<file path="src/bus_buffer_defines.svh">
/*
  Constants of the two-wire bus buffer connection control: clock rate,
  recovery timings, line indices and synchroniser reset pattern.
  Assumes inclusion by bare name from the package and the design file.
*/
`ifndef BUS_BUFFER_DEFINES_SVH
`define BUS_BUFFER_DEFINES_SVH

// ============================================================
// timing
`define CLK_MHZ 250
`define STUCK_TIMEOUT_US 30000
`define RECOVER_WAIT_US 40
`define RECOVER_CLK_HZ 8500
`define RECOVER_PULSES 16
`define IDLE_CYCLES 64
`define RELEASE_HOLD_CYCLES 8

// ============================================================
// line indices inside the packed line group
`define IDX_PROT_DATA 0
`define IDX_PROT_CLK 1
`define IDX_REC_DATA 2
`define IDX_REC_CLK 3

// ============================================================
// synchroniser layout: {lockout, enable, lines}
`define SYNC_W 6
`define SYNC_ENABLE 4
`define SYNC_LOCKOUT 5
`define SYNC_RESET 6'h2f

`endif

</file>
<file path="src/bus_buffer_pkg.sv">
/*
  Types of the two-wire bus buffer connection control.
  Assumes bus_buffer_defines.svh sits in the same folder.
*/
`default_nettype none
`include "bus_buffer_defines.svh"

package bus_buffer_pkg;

  // ============================================================
  // the four bus lines, bit 0 is the protected data line
  typedef struct packed {
    logic recovery_side_clock_line;
    logic recovery_side_data_line;
    logic protected_side_clock_line;
    logic protected_side_data_line;
  } lines_s;

  // ============================================================
  // connection states, gray along the usual path
  typedef enum logic [2:0] {
    lockout = 3'h0,
    monitor = 3'h1,
    joined = 3'h3,
    stuck_wait = 3'h2,
    recover_clk = 3'h6,
    recover_stop = 3'h7,
    recovered = 3'h5
  } conn_state_e;

endpackage : bus_buffer_pkg

`default_nettype wire

</file>
<file path="src/two_wire_bus_buffer_connect_ctrl.sv">
/*
  Connection control of a two-wire bus buffer: lockout, join on stop
  or idle, wired-AND of each line pair, stuck-bus timeout and recovery.
  Assumes open-drain pins resolved outside from line_oe, pull-ups on all
  lines, and bus_buffer_pkg compiled first.
*/
`timescale 1ns/1ns
`default_nettype none
`include "bus_buffer_defines.svh"

// How it works
// - enable low isolates pairs, ready low
// - enable rise after stuck fault forces join
// - ready low until connection sequence completes
// - stuck-timeout disconnect drives ready low
// - ready high only when enabled and joined
// - lockout ignores lines except for the idle counters, which keep counting; no stuck monitoring
// - precharge asserted during lockout
// - join on both idle or stop plus idle
// - precharge off at join until next lockout
// - low on one pin pulls its partner
// - pair rises only when all release
// - rising edge releases pull-down, enables accelerator
// - stuck timer per recovery-side line, expiry breaks both pairs
// - wait, up to sixteen clocks, then stop
// - after stuck clears, rejoin on stop/idle
// - enable low suppresses recovery clocking
module two_wire_bus_buffer_connect_ctrl
  import bus_buffer_pkg::*;
#(
  parameter int STUCK_CYCLES = `STUCK_TIMEOUT_US * `CLK_MHZ,
  parameter int WAIT_CYCLES = `RECOVER_WAIT_US * `CLK_MHZ,
  parameter int HALF_CYCLES = (`CLK_MHZ * 1000000) / (2 * `RECOVER_CLK_HZ),
  parameter int IDLE_CYCLES = `IDLE_CYCLES,
  parameter int HOLD_CYCLES = `RELEASE_HOLD_CYCLES
) (
  // clock and reset
  input wire logic clk,
  input wire logic reset_n,
  // bus lines, open drain
  input wire lines_s line_in,
  output var lines_s line_out,
  output var lines_s line_oe,
  // control inputs
  input wire logic enable,
  input wire logic supply_lockout,
  // status outputs
  output logic connection_ready,
  output logic precharge_en,
  output logic [1:0] accel_en
);

  localparam int TW = $clog2(STUCK_CYCLES + 1);
  localparam int PMAX = (WAIT_CYCLES > HALF_CYCLES) ? WAIT_CYCLES : HALF_CYCLES;
  localparam int PW = $clog2(PMAX + 1);
  localparam int IW = $clog2(IDLE_CYCLES + 1);
  localparam int HW = $clog2(HOLD_CYCLES + 1);

  // ============================================================
  // input synchronisers, three stages, change when stages 2 and 3 agree
  logic [`SYNC_W-1:0] sync1, sync2, sync3, filt, next_filt;
  logic [3:0] lines_f, lines_prev;
  logic enable_f, enable_prev, lockout_f;

  always_comb begin
    next_filt = filt;
    for (int i = 0; i < `SYNC_W; i++) begin
      if (sync2[i] == sync3[i]) begin
        next_filt[i] = sync3[i];
      end
    end
  end

  always_ff @(posedge clk or negedge reset_n) begin
    if (!reset_n) begin
      sync1 <= `SYNC_RESET;
      sync2 <= `SYNC_RESET;
      sync3 <= `SYNC_RESET;
      filt <= `SYNC_RESET;
      lines_prev <= 4'hf;
      enable_prev <= 1'b0;
    end else begin
      sync1 <= {supply_lockout, enable, line_in};
      sync2 <= sync1;
      sync3 <= sync2;
      filt <= next_filt;
      lines_prev <= lines_f;
      enable_prev <= enable_f;
    end
  end

  assign lines_f = filt[3:0];
  assign enable_f = filt[`SYNC_ENABLE];
  assign lockout_f = filt[`SYNC_LOCKOUT];

  // ============================================================
  // segment monitors: stop and idle per segment (0 protected, 1 recovery)
  conn_state_e state, next_state;
  wire [1:0] seg_stop, seg_idle, stuck_exp;
  logic timer_clr;

  for (genvar s = 0; s < 2; s++) begin : g_seg
    logic [IW-1:0] idle_cnt, next_idle_cnt;
    always_comb begin
      if (lines_f[2*s] && lines_f[2*s+1]) begin
        next_idle_cnt = (idle_cnt == IW'(IDLE_CYCLES)) ? idle_cnt
                                                        : idle_cnt + 1'b1;
      end else begin
        next_idle_cnt = '0;
      end
    end
    always_ff @(posedge clk or negedge reset_n) begin
      if (!reset_n) begin
        idle_cnt <= '0;
      end else begin
        idle_cnt <= next_idle_cnt;
      end
    end
    assign seg_idle[s] = (idle_cnt == IW'(IDLE_CYCLES));
    // data rising while clock stays high
    assign seg_stop[s] = lines_f[2*s] && !lines_prev[2*s]
                         && lines_f[2*s+1] && lines_prev[2*s+1];
  end

  // ============================================================
  // stuck timers, one per recovery-side line
  for (genvar r = 0; r < 2; r++) begin : g_stuck
    logic [TW-1:0] stk_cnt, next_stk_cnt;
    always_comb begin
      if (lines_f[`IDX_REC_DATA+r] || timer_clr) begin
        next_stk_cnt = '0;
      end else if ((state == monitor || state == joined)
                   && stk_cnt != TW'(STUCK_CYCLES)) begin
        next_stk_cnt = stk_cnt + 1'b1;
      end else begin
        next_stk_cnt = stk_cnt;
      end
    end
    always_ff @(posedge clk or negedge reset_n) begin
      if (!reset_n) begin
        stk_cnt <= '0;
      end else begin
        stk_cnt <= next_stk_cnt;
      end
    end
    assign stuck_exp[r] = (stk_cnt == TW'(STUCK_CYCLES));
  end

  // ============================================================
  // wired-AND per pair (0 data, 1 clock) while joined
  wire [1:0] next_drv_rec, next_drv_prot, next_accel;

  for (genvar p = 0; p < 2; p++) begin : g_pair
    logic drv_rec, drv_prot, nd_rec, nd_prot;
    logic [HW-1:0] hold, next_hold;
    logic prot_l, rec_l;
    assign prot_l = lines_f[p];
    assign rec_l = lines_f[p+2];
    always_comb begin
      nd_rec = drv_rec;
      nd_prot = drv_prot;
      next_hold = hold;
      if (state != joined || next_state != joined) begin
        nd_rec = 1'b0;
        nd_prot = 1'b0;
        next_hold = '0;
      end else if (hold != '0) begin
        next_hold = hold - 1'b1; // own release still echoing back
      end else if (drv_rec) begin
        if (prot_l) begin
          nd_rec = 1'b0;
          next_hold = HW'(HOLD_CYCLES);
        end
      end else if (drv_prot) begin
        if (rec_l) begin
          nd_prot = 1'b0;
          next_hold = HW'(HOLD_CYCLES);
        end
      end else if (!prot_l) begin
        nd_rec = 1'b1;
      end else if (!rec_l) begin
        nd_prot = 1'b1;
      end
    end
    always_ff @(posedge clk or negedge reset_n) begin
      if (!reset_n) begin
        drv_rec <= 1'b0;
        drv_prot <= 1'b0;
        hold <= '0;
      end else begin
        drv_rec <= nd_rec;
        drv_prot <= nd_prot;
        hold <= next_hold;
      end
    end
    // pull-down held until the originating side rises
    assign next_drv_rec[p] = nd_rec;
    assign next_drv_prot[p] = nd_prot;
    assign next_accel[p] = (next_hold != '0);
  end

  // ============================================================
  // connection state machine and recovery sequencer
  logic [PW-1:0] phase, next_phase;
  logic half, next_half, fault, next_fault;
  logic [4:0] pulses, next_pulses;
  logic join_ok, force_join, en_rise;

  assign en_rise = enable_f && !enable_prev;
  assign force_join = fault && en_rise;
  assign join_ok = enable_f && ((seg_idle[0] && seg_idle[1])
                   || (seg_stop[0] && seg_idle[1])
                   || (seg_stop[1] && seg_idle[0]));

  always_comb begin
    next_state = state;
    next_phase = phase;
    next_half = half;
    next_pulses = pulses;
    next_fault = fault;
    timer_clr = 1'b0;
    if (lockout_f) begin
      next_state = lockout;
      next_fault = 1'b0;
      timer_clr = 1'b1;
    end else if (force_join && state != joined) begin
      next_state = joined;
      next_fault = 1'b0;
      timer_clr = 1'b1;
    end else begin
      unique case (state)
        lockout: next_state = monitor;
        monitor, joined: begin
          if (|stuck_exp) begin
            next_state = stuck_wait;
            next_fault = 1'b1;
            next_phase = '0;
          end else if (state == monitor && join_ok) begin
            next_state = joined;
          end else if (state == joined && !enable_f) begin
            next_state = monitor;
          end
        end
        stuck_wait: begin
          if (!enable_f) begin
            next_state = recovered;
          end else if (phase == PW'(WAIT_CYCLES - 1)) begin
            next_state = recover_clk;
            next_phase = '0;
            next_half = 1'b1;
            next_pulses = '0;
          end else begin
            next_phase = phase + 1'b1;
          end
        end
        recover_clk: begin
          if (!enable_f) begin
            next_state = recovered;
          end else if (phase != PW'(HALF_CYCLES - 1)) begin
            next_phase = phase + 1'b1;
          end else begin
            next_phase = '0;
            next_half = !half;
            if (!half) begin // end of one whole pulse
              next_pulses = pulses + 1'b1;
              next_half = 1'b1;
              if (pulses == 5'(`RECOVER_PULSES - 1)
                  || (lines_f[`IDX_REC_DATA] && lines_f[`IDX_REC_CLK])) begin
                next_state = recover_stop;
              end
            end
          end
        end
        recover_stop: begin
          if (phase != PW'(HALF_CYCLES - 1)) begin
            next_phase = phase + 1'b1;
          end else begin
            next_phase = '0;
            next_half = 1'b0;
            if (!half) begin
              next_state = recovered;
            end
          end
        end
        recovered: begin
          if (lines_f[`IDX_REC_DATA] && lines_f[`IDX_REC_CLK]) begin
            next_state = monitor;
          end
        end
        default: next_state = lockout;
      endcase
    end
  end

  always_ff @(posedge clk or negedge reset_n) begin
    if (!reset_n) begin
      state <= lockout;
      phase <= '0;
      half <= 1'b0;
      pulses <= '0;
      fault <= 1'b0;
    end else begin
      state <= next_state;
      phase <= next_phase;
      half <= next_half;
      pulses <= next_pulses;
      fault <= next_fault;
    end
  end

  // ============================================================
  // output registers
  logic next_ready, next_precharge;
  lines_s next_oe;

  always_comb begin
    next_ready = (next_state == joined) && enable_f;
    if (lockout_f) begin
      next_precharge = 1'b1;
    end else if (next_state == joined) begin
      next_precharge = 1'b0;
    end else begin
      next_precharge = precharge_en;
    end
    next_oe = lines_s'({next_drv_rec, next_drv_prot});
    if (next_state == recover_clk && next_half) begin
      next_oe.recovery_side_clock_line = 1'b1;
    end
    if (next_state == recover_stop && next_half) begin
      next_oe.recovery_side_data_line = 1'b1;
    end
  end

  always_ff @(posedge clk or negedge reset_n) begin
    if (!reset_n) begin
      connection_ready <= 1'b0;
      precharge_en <= 1'b1;
      accel_en <= 2'h0;
      line_oe <= '0;
      line_out <= '0;
    end else begin
      connection_ready <= next_ready;
      precharge_en <= next_precharge;
      accel_en <= next_accel;
      line_oe <= next_oe;
      line_out <= '0;
    end
  end
endmodule : two_wire_bus_buffer_connect_ctrl

`default_nettype wire

</file>
<file path="config.mk">
export PLATFORM = sky130hd
export DESIGN_NAME = two_wire_bus_buffer_connect_ctrl
export DESIGN_NICKNAME = d
export VERILOG_FILES = /design/src/bus_buffer_pkg.sv /design/src/two_wire_bus_buffer_connect_ctrl.sv
export VERILOG_INCLUDE_DIRS = /design/src
export SDC_FILE = /design/constraint.sdc
export NUM_CORES = 1
export LEC_CHECK = 0
export BUFFER_PORTS_ARGS = -buffer_cell sky130_fd_sc_hd__buf_2
export CORE_UTILIZATION = 62
export CTS_CLUSTER_DIAMETER = 100
export DETAILED_ROUTE_END_ITERATION = 10
export GPL_TIMING_DRIVEN = 0
export MAX_ROUTING_LAYER = met4
export PLACE_DENSITY = 0.83
export SYNTH_ARGS = -nofsm -noshare
export SYNTH_HDL_FRONTEND = slang
export SYNTH_SLANG_ARGS = --single-unit
</file>
<file path="constraint.sdc">
create_clock -name clk -period 2.8 [get_ports clk]
set_input_delay 0.28 -clock clk [delete_from_list [all_inputs] [get_ports clk]]
set_output_delay 0.28 -clock clk [all_outputs]
set_load 0.005 [all_outputs]
</file>
# Word level (Yosys, flattened, before mapping)
# Cells that the tools add are included.
[op_classes]
addsub = 8
mux = 88
n_reduce_logical = 53
n_eq_ne = 38
bitwise = 2
[ops]
columns = ["operator", "n"]
rows = [
  ["2-to-1 mux 23 bit", 4],
  ["2-to-1 mux 14 bit", 5],
  ["case mux 14 bit (4 select lines)", 1],
  ["2-to-1 mux 4 bit", 12],
  ["adder 23 x 1 -> 23 bit (second input constant)", 2],
  ["equality test 23 bit (second input constant)", 2],
  ["inequality test 23 bit (second input constant)", 2],
  ["2-to-1 mux 3 bit", 14],
  ["2-to-1 mux 1 bit", 40],
  ["2-to-1 mux 7 bit", 4],
  ["2-to-1 mux 5 bit", 5],
  ["logical AND 1 bit", 22],
  ["nonzero test 4 bit", 5],
  ["inequality test 2 bit (second input constant)", 9],
  ["case mux 3 bit (6 select lines)", 1],
  ["equality test 3 bit (second input constant)", 5],
  ["adder 14 x 1 -> 14 bit (second input constant)", 1],
  ["adder 7 x 1 -> 7 bit (second input constant)", 2],
  ["equality test 14 bit (second input constant)", 1],
  ["equality test 7 bit (second input constant)", 2],
  ["inequality test 14 bit (second input constant)", 1],
  ["case mux 5 bit (2 select lines)", 1],
  ["equality test 3 x 2 -> 1 bit (second input constant)", 3],
  ["AND reduction 8 bit", 1],
  ["other kinds (17)", 44],
]
[totals]
in_bits = 8
output_inout_bits = 12
word_cells = 220
regBits = 131

# Depth between registers and ports, before layout
[logic_depth]
depth_word = 18
ltp_mapped = 10
mapped_depth_nobuf = 10

# Worst setup path before layout
# OpenSTA, ideal clock, no wires.
[synth_timing]
path_type = "register to register"
startpoint = "register pulses[0]"
endpoint = "register line_oe[1] (netlist bit)"
t_arrival_ns = 2.085
path_stages_with_launch = 11
n_path_buf = 1
required_ns = 2.713
synth_period_minus_slack_ns = 2.171
setup_time_ns = 0.087
slack_ns = 0.629
cell_sequence = "dfrtp_1 -> ha_1 -> and3_1 -> ha_1 -> a21oi_1 -> or3_1 -> or3_1 -> o221ai_1 -> o2111ai_2 -> buf_2 -> a211oi_2"
[synth_via]
elab_chain_cells = 13
elab_cells_between_ends = 15
classes_between = "eq/ne: 4; mux: 8; reduce/logical: 3"
[synth_rtl]
columns = ["item", "line", "rtl"]
rows = [
  ["from (decl)", "two_wire_bus_buffer_connect_ctrl.sv:206", "logic [4:0] pulses, next_pulses;"],
  ["from (signal assigned)", "two_wire_bus_buffer_connect_ctrl.sv:306", "pulses <= next_pulses;"],
  ["equality test 5 x 4 -> 1 bit (*)", "two_wire_bus_buffer_connect_ctrl.sv:267", "if (pulses == 5'(`RECOVER_PULSES - 1)"],
  ["logical OR 1 bit (*)", "two_wire_bus_buffer_connect_ctrl.sv:267", ""],
  ["2-to-1 mux 3 bit (*)", "two_wire_bus_buffer_connect_ctrl.sv:267", ""],
  ["2-to-1 mux 3 bit (*)", "two_wire_bus_buffer_connect_ctrl.sv:264", "if (!half) begin"],
  ["2-to-1 mux 3 bit (*)", "two_wire_bus_buffer_connect_ctrl.sv:259", "end else if (phase != PW'(HALF_CYCLES - 1)) begin"],
  ["2-to-1 mux 3 bit (*)", "two_wire_bus_buffer_connect_ctrl.sv:257", "if (!enable_f) begin"],
  ["case mux 3 bit (6 select lines) (*)", "two_wire_bus_buffer_connect_ctrl.sv:231", "unique case (state)"],
  ["2-to-1 mux 3 bit (*)", "two_wire_bus_buffer_connect_ctrl.sv:226", "end else if (force_join && state != joined) begin"],
  ["2-to-1 mux 3 bit (*)", "two_wire_bus_buffer_connect_ctrl.sv:222", "if (lockout_f) begin"],
  ["via next_state[0]", "two_wire_bus_buffer_connect_ctrl.sv:98", "conn_state_e state, next_state;"],
  ["inequality test 3 x 2 -> 1 bit (*)", "two_wire_bus_buffer_connect_ctrl.sv:163", "if (state != joined || next_state != joined) begin"],
  ["logical OR 1 bit (*)", "two_wire_bus_buffer_connect_ctrl.sv:163", ""],
  ["inequality test 2 bit (no source line) or inequality test 2 x 1 -> 1 bit (tied branches)", "n/a", ""],
  ["AND reduction 2 bit (no source line)", "n/a", ""],
  ["to (signal assigned)", "two_wire_bus_buffer_connect_ctrl.sv:345", "line_oe <= next_oe;"],
  ["to (decl)", "two_wire_bus_buffer_connect_ctrl.sv:43", "output var lines_s line_oe,"],
]
# Mark *: on every way through the listed nets, which the timed path passes. The rest lies on a longest branch.
# A chain may end at the register's enable or synchronous reset.

==> results.md <==
- Setup CP Type: reg -> reg
- Critical Path RT: 3.25 ns
- Synth cell count leaders: dfrtp_1 (106), nor2_1 (85), a21oi_1 (40)
- Slew Limit Fails: 0
- Area Overhead vs Synth: 14.2%
- Synthesized area: 6660 sq um
- Number of antenna violations at the first check in global routing: 0
- Root buffer cell: clkbuf_8
- Top_reg_cell synth: dfrtp_1
- CP peak stage delay: just over 0.5 ns
- Synth Warn #: 0
- Buffers on Ports: 15
- Crit path DAT: ~3 ns
- Core region area: ~10000 sq um
- Drt drc: 0
- Net count, final: 739
- Netlist cell types: 73
- Worst setup margin: about 0.19 ns
- Post-synth top area share: around 40%
- Setup Viol. Count Final: 0
- Post-synthesis sequential area ratio: between 40% and 50%
- Worst IR Drop VDD: a little over 0.0004 V
- # Max-Cap Violations: 0
- Tightest Pin Transition: about 0.83 ns
- Vias post-DR: ~5300
- Share of cells above drive strength 1: between 10 and 15%
- Clk Latency, worst-skew pair: ~0.54 ns
- DP HPWL: approximately 9500 microns
- Placed cell count: slightly above 800
- Antenna diodes: 0
- Row count: 37
- Post-cts sizing count: 0
- Total global routing overflow: 0
- Vias per Instance: a little over 6
- Final std cells w/o fill: approximately 870
- Fmax: between 300 and 400 MHz
- Postcts setup bufs: 0
- Startpoint types: flip-flop
- Initial Util: 64.2%
- First-pass GRT wire length: roughly 24000 microns
- Worst slew margin: 44.5%
- Period minus WS final: 2.61 ns
- Total CTS buffers: 17
- Synth Instances: between 600 and 700
- RSZ-0062 raised after global routing: false
- Gpl congestion: a little over 0.9
- Worst slack at placement: between 0.2 and 0.25 ns
- Yosys reg bits: approximately 130
- Clk slew on worst S/H paths: 0.06 ns
- Final Hold Viols: 0
- H-tree Lvls: 4
- Initial DRC count: 425
- Setup_tns: 0 ns
- Count leader, synth: dfrtp_1
- Final core occ: between 70% and 80%
- Final worst path period share: between 90 and 100%
- Syn avg cell area: 9.91 sq um
- Critical-path maximum fanout: 6
- Antenna-violating nets left: 0
- Die area: between 10000 and 15000 sq um
- Critical Path, Cell by Cell: inv_1 -> ha_1 -> nor3b_1 -> nand4_1 -> ha_1 -> nor3_1 -> a21oi_1 -> o41ai_1 -> nand2_1 -> a21oi_1
- CTS max path bufs: 2
- Die Height: 106 microns
- HP Class: in -> async
- Clock Skews: 0.00965 ns
- Chip width: 106 microns
- Wire per inst: 16.8 microns
- Clock sinks: roughly 130
- Post-synth EDFFs: 0
- FILL cells: around 700
- CP max-delay cell: o41ai_1
- IO Pins: 20
- Tot GR Track Use: 28.4%
- Vias in the first global route: just over 5000
- CTS tree: yes
- Leading area contributor after synthesis: dfrtp_1
- Main area contributors after synthesis: dfrtp_1 (40%), dfstp_2 (9.9%), nor2_1 (4.8%)
- 1st-pass router iterations: 5
- P_leak: 3.09 nW
- Largest net degree at the start of global routing: between 100 and 150
- Status: completed
- Crit path capture type: flip-flop
- Pwr per Cell Area: ~620 nW/um^2
- Post-synth ARST share: 100%
- Total routed wirelength: around 15000 microns
## cell type report
cell class / count / area (sq um) / area share [%]
Multi-Input combinational cell: 485 / 3100 / 40.8
Buffer: 29 / 145 / 1.91
Inverter: 29 / 109 / 1.43
Clock inverter: 9 / 92.6 / 1.22
Clock buffer: 23 / 497 / 6.53
Tap cell: 136 / 170 / 2.24
Sequential cell: 131 / 3310 / 43.5
Timing Repair Buffer: 23 / 179 / 2.35
## where the power goes
group          total, W  switching (W)  internal [W]
Combinational  0.000491       0.000338      0.000153
Clock           0.00217       0.000839       0.00133
Sequential      0.00202      0.0000592       0.00197
Total           0.00468        0.00124       0.00344
## cells in the final DEF, fill, tap and decap left out, types with 6 or more instances in the layout
master	synthesis	routed
a21oi_1	40	40
and3_1	13	13
buf_2	5	19
buf_4	6	6
clkbuf_1	18	17
clkbuf_16	0	16
clkbuf_8	0	7
dfrtp_1	106	106
dfstp_2	25	25
dlygate4sd3_1	0	7
ha_1	15	15
inv_1	29	29
maj3_1	6	6
nand2_1	37	37
nand3_1	25	25
nand4_1	19	19
nor2_1	85	85
nor2b_1	9	9
nor3_1	16	16
nor4_1	6	6
nor4b_1	6	6
o21ai_0	19	19
o21ai_1	17	17
o31ai_2	7	7
or3_1	18	18
xnor2_1	22	22
xor2_1	21	21
## metrics by stage
stage	hold WS, ns	power (W)	area [sq um]
detailed placement	0.172	0.00253	6950
global route	0.212	0.00484	7610
finish	0.184	0.00468	7610
global placement	0.336	0.00250	6920
CTS	0.190	0.00470	7610
floorplan	-0.0156	0.00236	6670
## sequential cells by signal (all words and copies together) (netlist names), 3 cells and up
name	flops
filt	6
sync1	6
g_stuck.stk_cnt	46
sync2	6
sync3	6
pulses	5
phase	14
g_pair.hold	8
g_seg.idle_cnt	14
state	3
line_oe	4
lines_prev	4
## per-layer routing
| metal | vias up | track usage, % | part of all wire [%] |
|---|---|---|---|
| met5 | - | - | 0 |
| met4 | 0 | 12.4 | 2.2 |
| met3 | 31 | 6.49 | 4.4 |
| met2 | 173 | 43.9 | 49 |
| met1 | 2618 | 36.0 | 44 |
| li1 | 2496 | - | - |
## worst max-delay path, delay by kind of cell (launching register included)
kind | cells | cell delay (ns)
and+or+nand+nor | 4 | 0.79
AOI/OAI and AO/OA | 3 | 0.79
adders and majority gates | 2 | 0.44
DFF | 1 | 0.43
buffers and inverters | 1 | 0.08
## final timing paths
path                                      start                   end  slack [ns]  depth (start not counted)
min in group clk             sync1[4]$_DFF_PN0_    sync2[4]$_DFF_PN0_        0.35                          0
setup / recovery           phase[0]$_DFFE_PN0P_  line_oe[2]$_DFF_PN0_        0.19                         10
setup reg to reg           phase[0]$_DFFE_PN0P_  line_oe[2]$_DFF_PN0_        0.19                         10
hold / removal                          reset_n  phase[6]$_DFFE_PN0P_        0.18                          2
hold reg to reg              sync1[4]$_DFF_PN0_    sync2[4]$_DFF_PN0_        0.35                          0
max in group asynchronous               reset_n    sync1[3]$_DFF_PN1_        1.84                          3
## kinds of logic (layout without fill, tap and decap cells)
kind of cell,Yosys count,count (layout),synth area share (%)
AO/OA/AOI/OAI,138,138,14.4
XOR/XNOR,43,43,5.65
adder cells (fa/ha/maj),21,21,3.72
buffers and inverters,59,113,3.87
flip-flops,131,131,49.7
multiplexers,2,2,0.338
other,1,4,0.0563
AND/OR/NAND/NOR,277,277,22.3
## timing repair
item / 4_1_cts / 5_1_grt
endpoints found under the hold margin: 34 / 0
endpoints found under the setup margin: 0 / 1
hold buffers: 7 / 0
(Power assumes the default switching activity.)
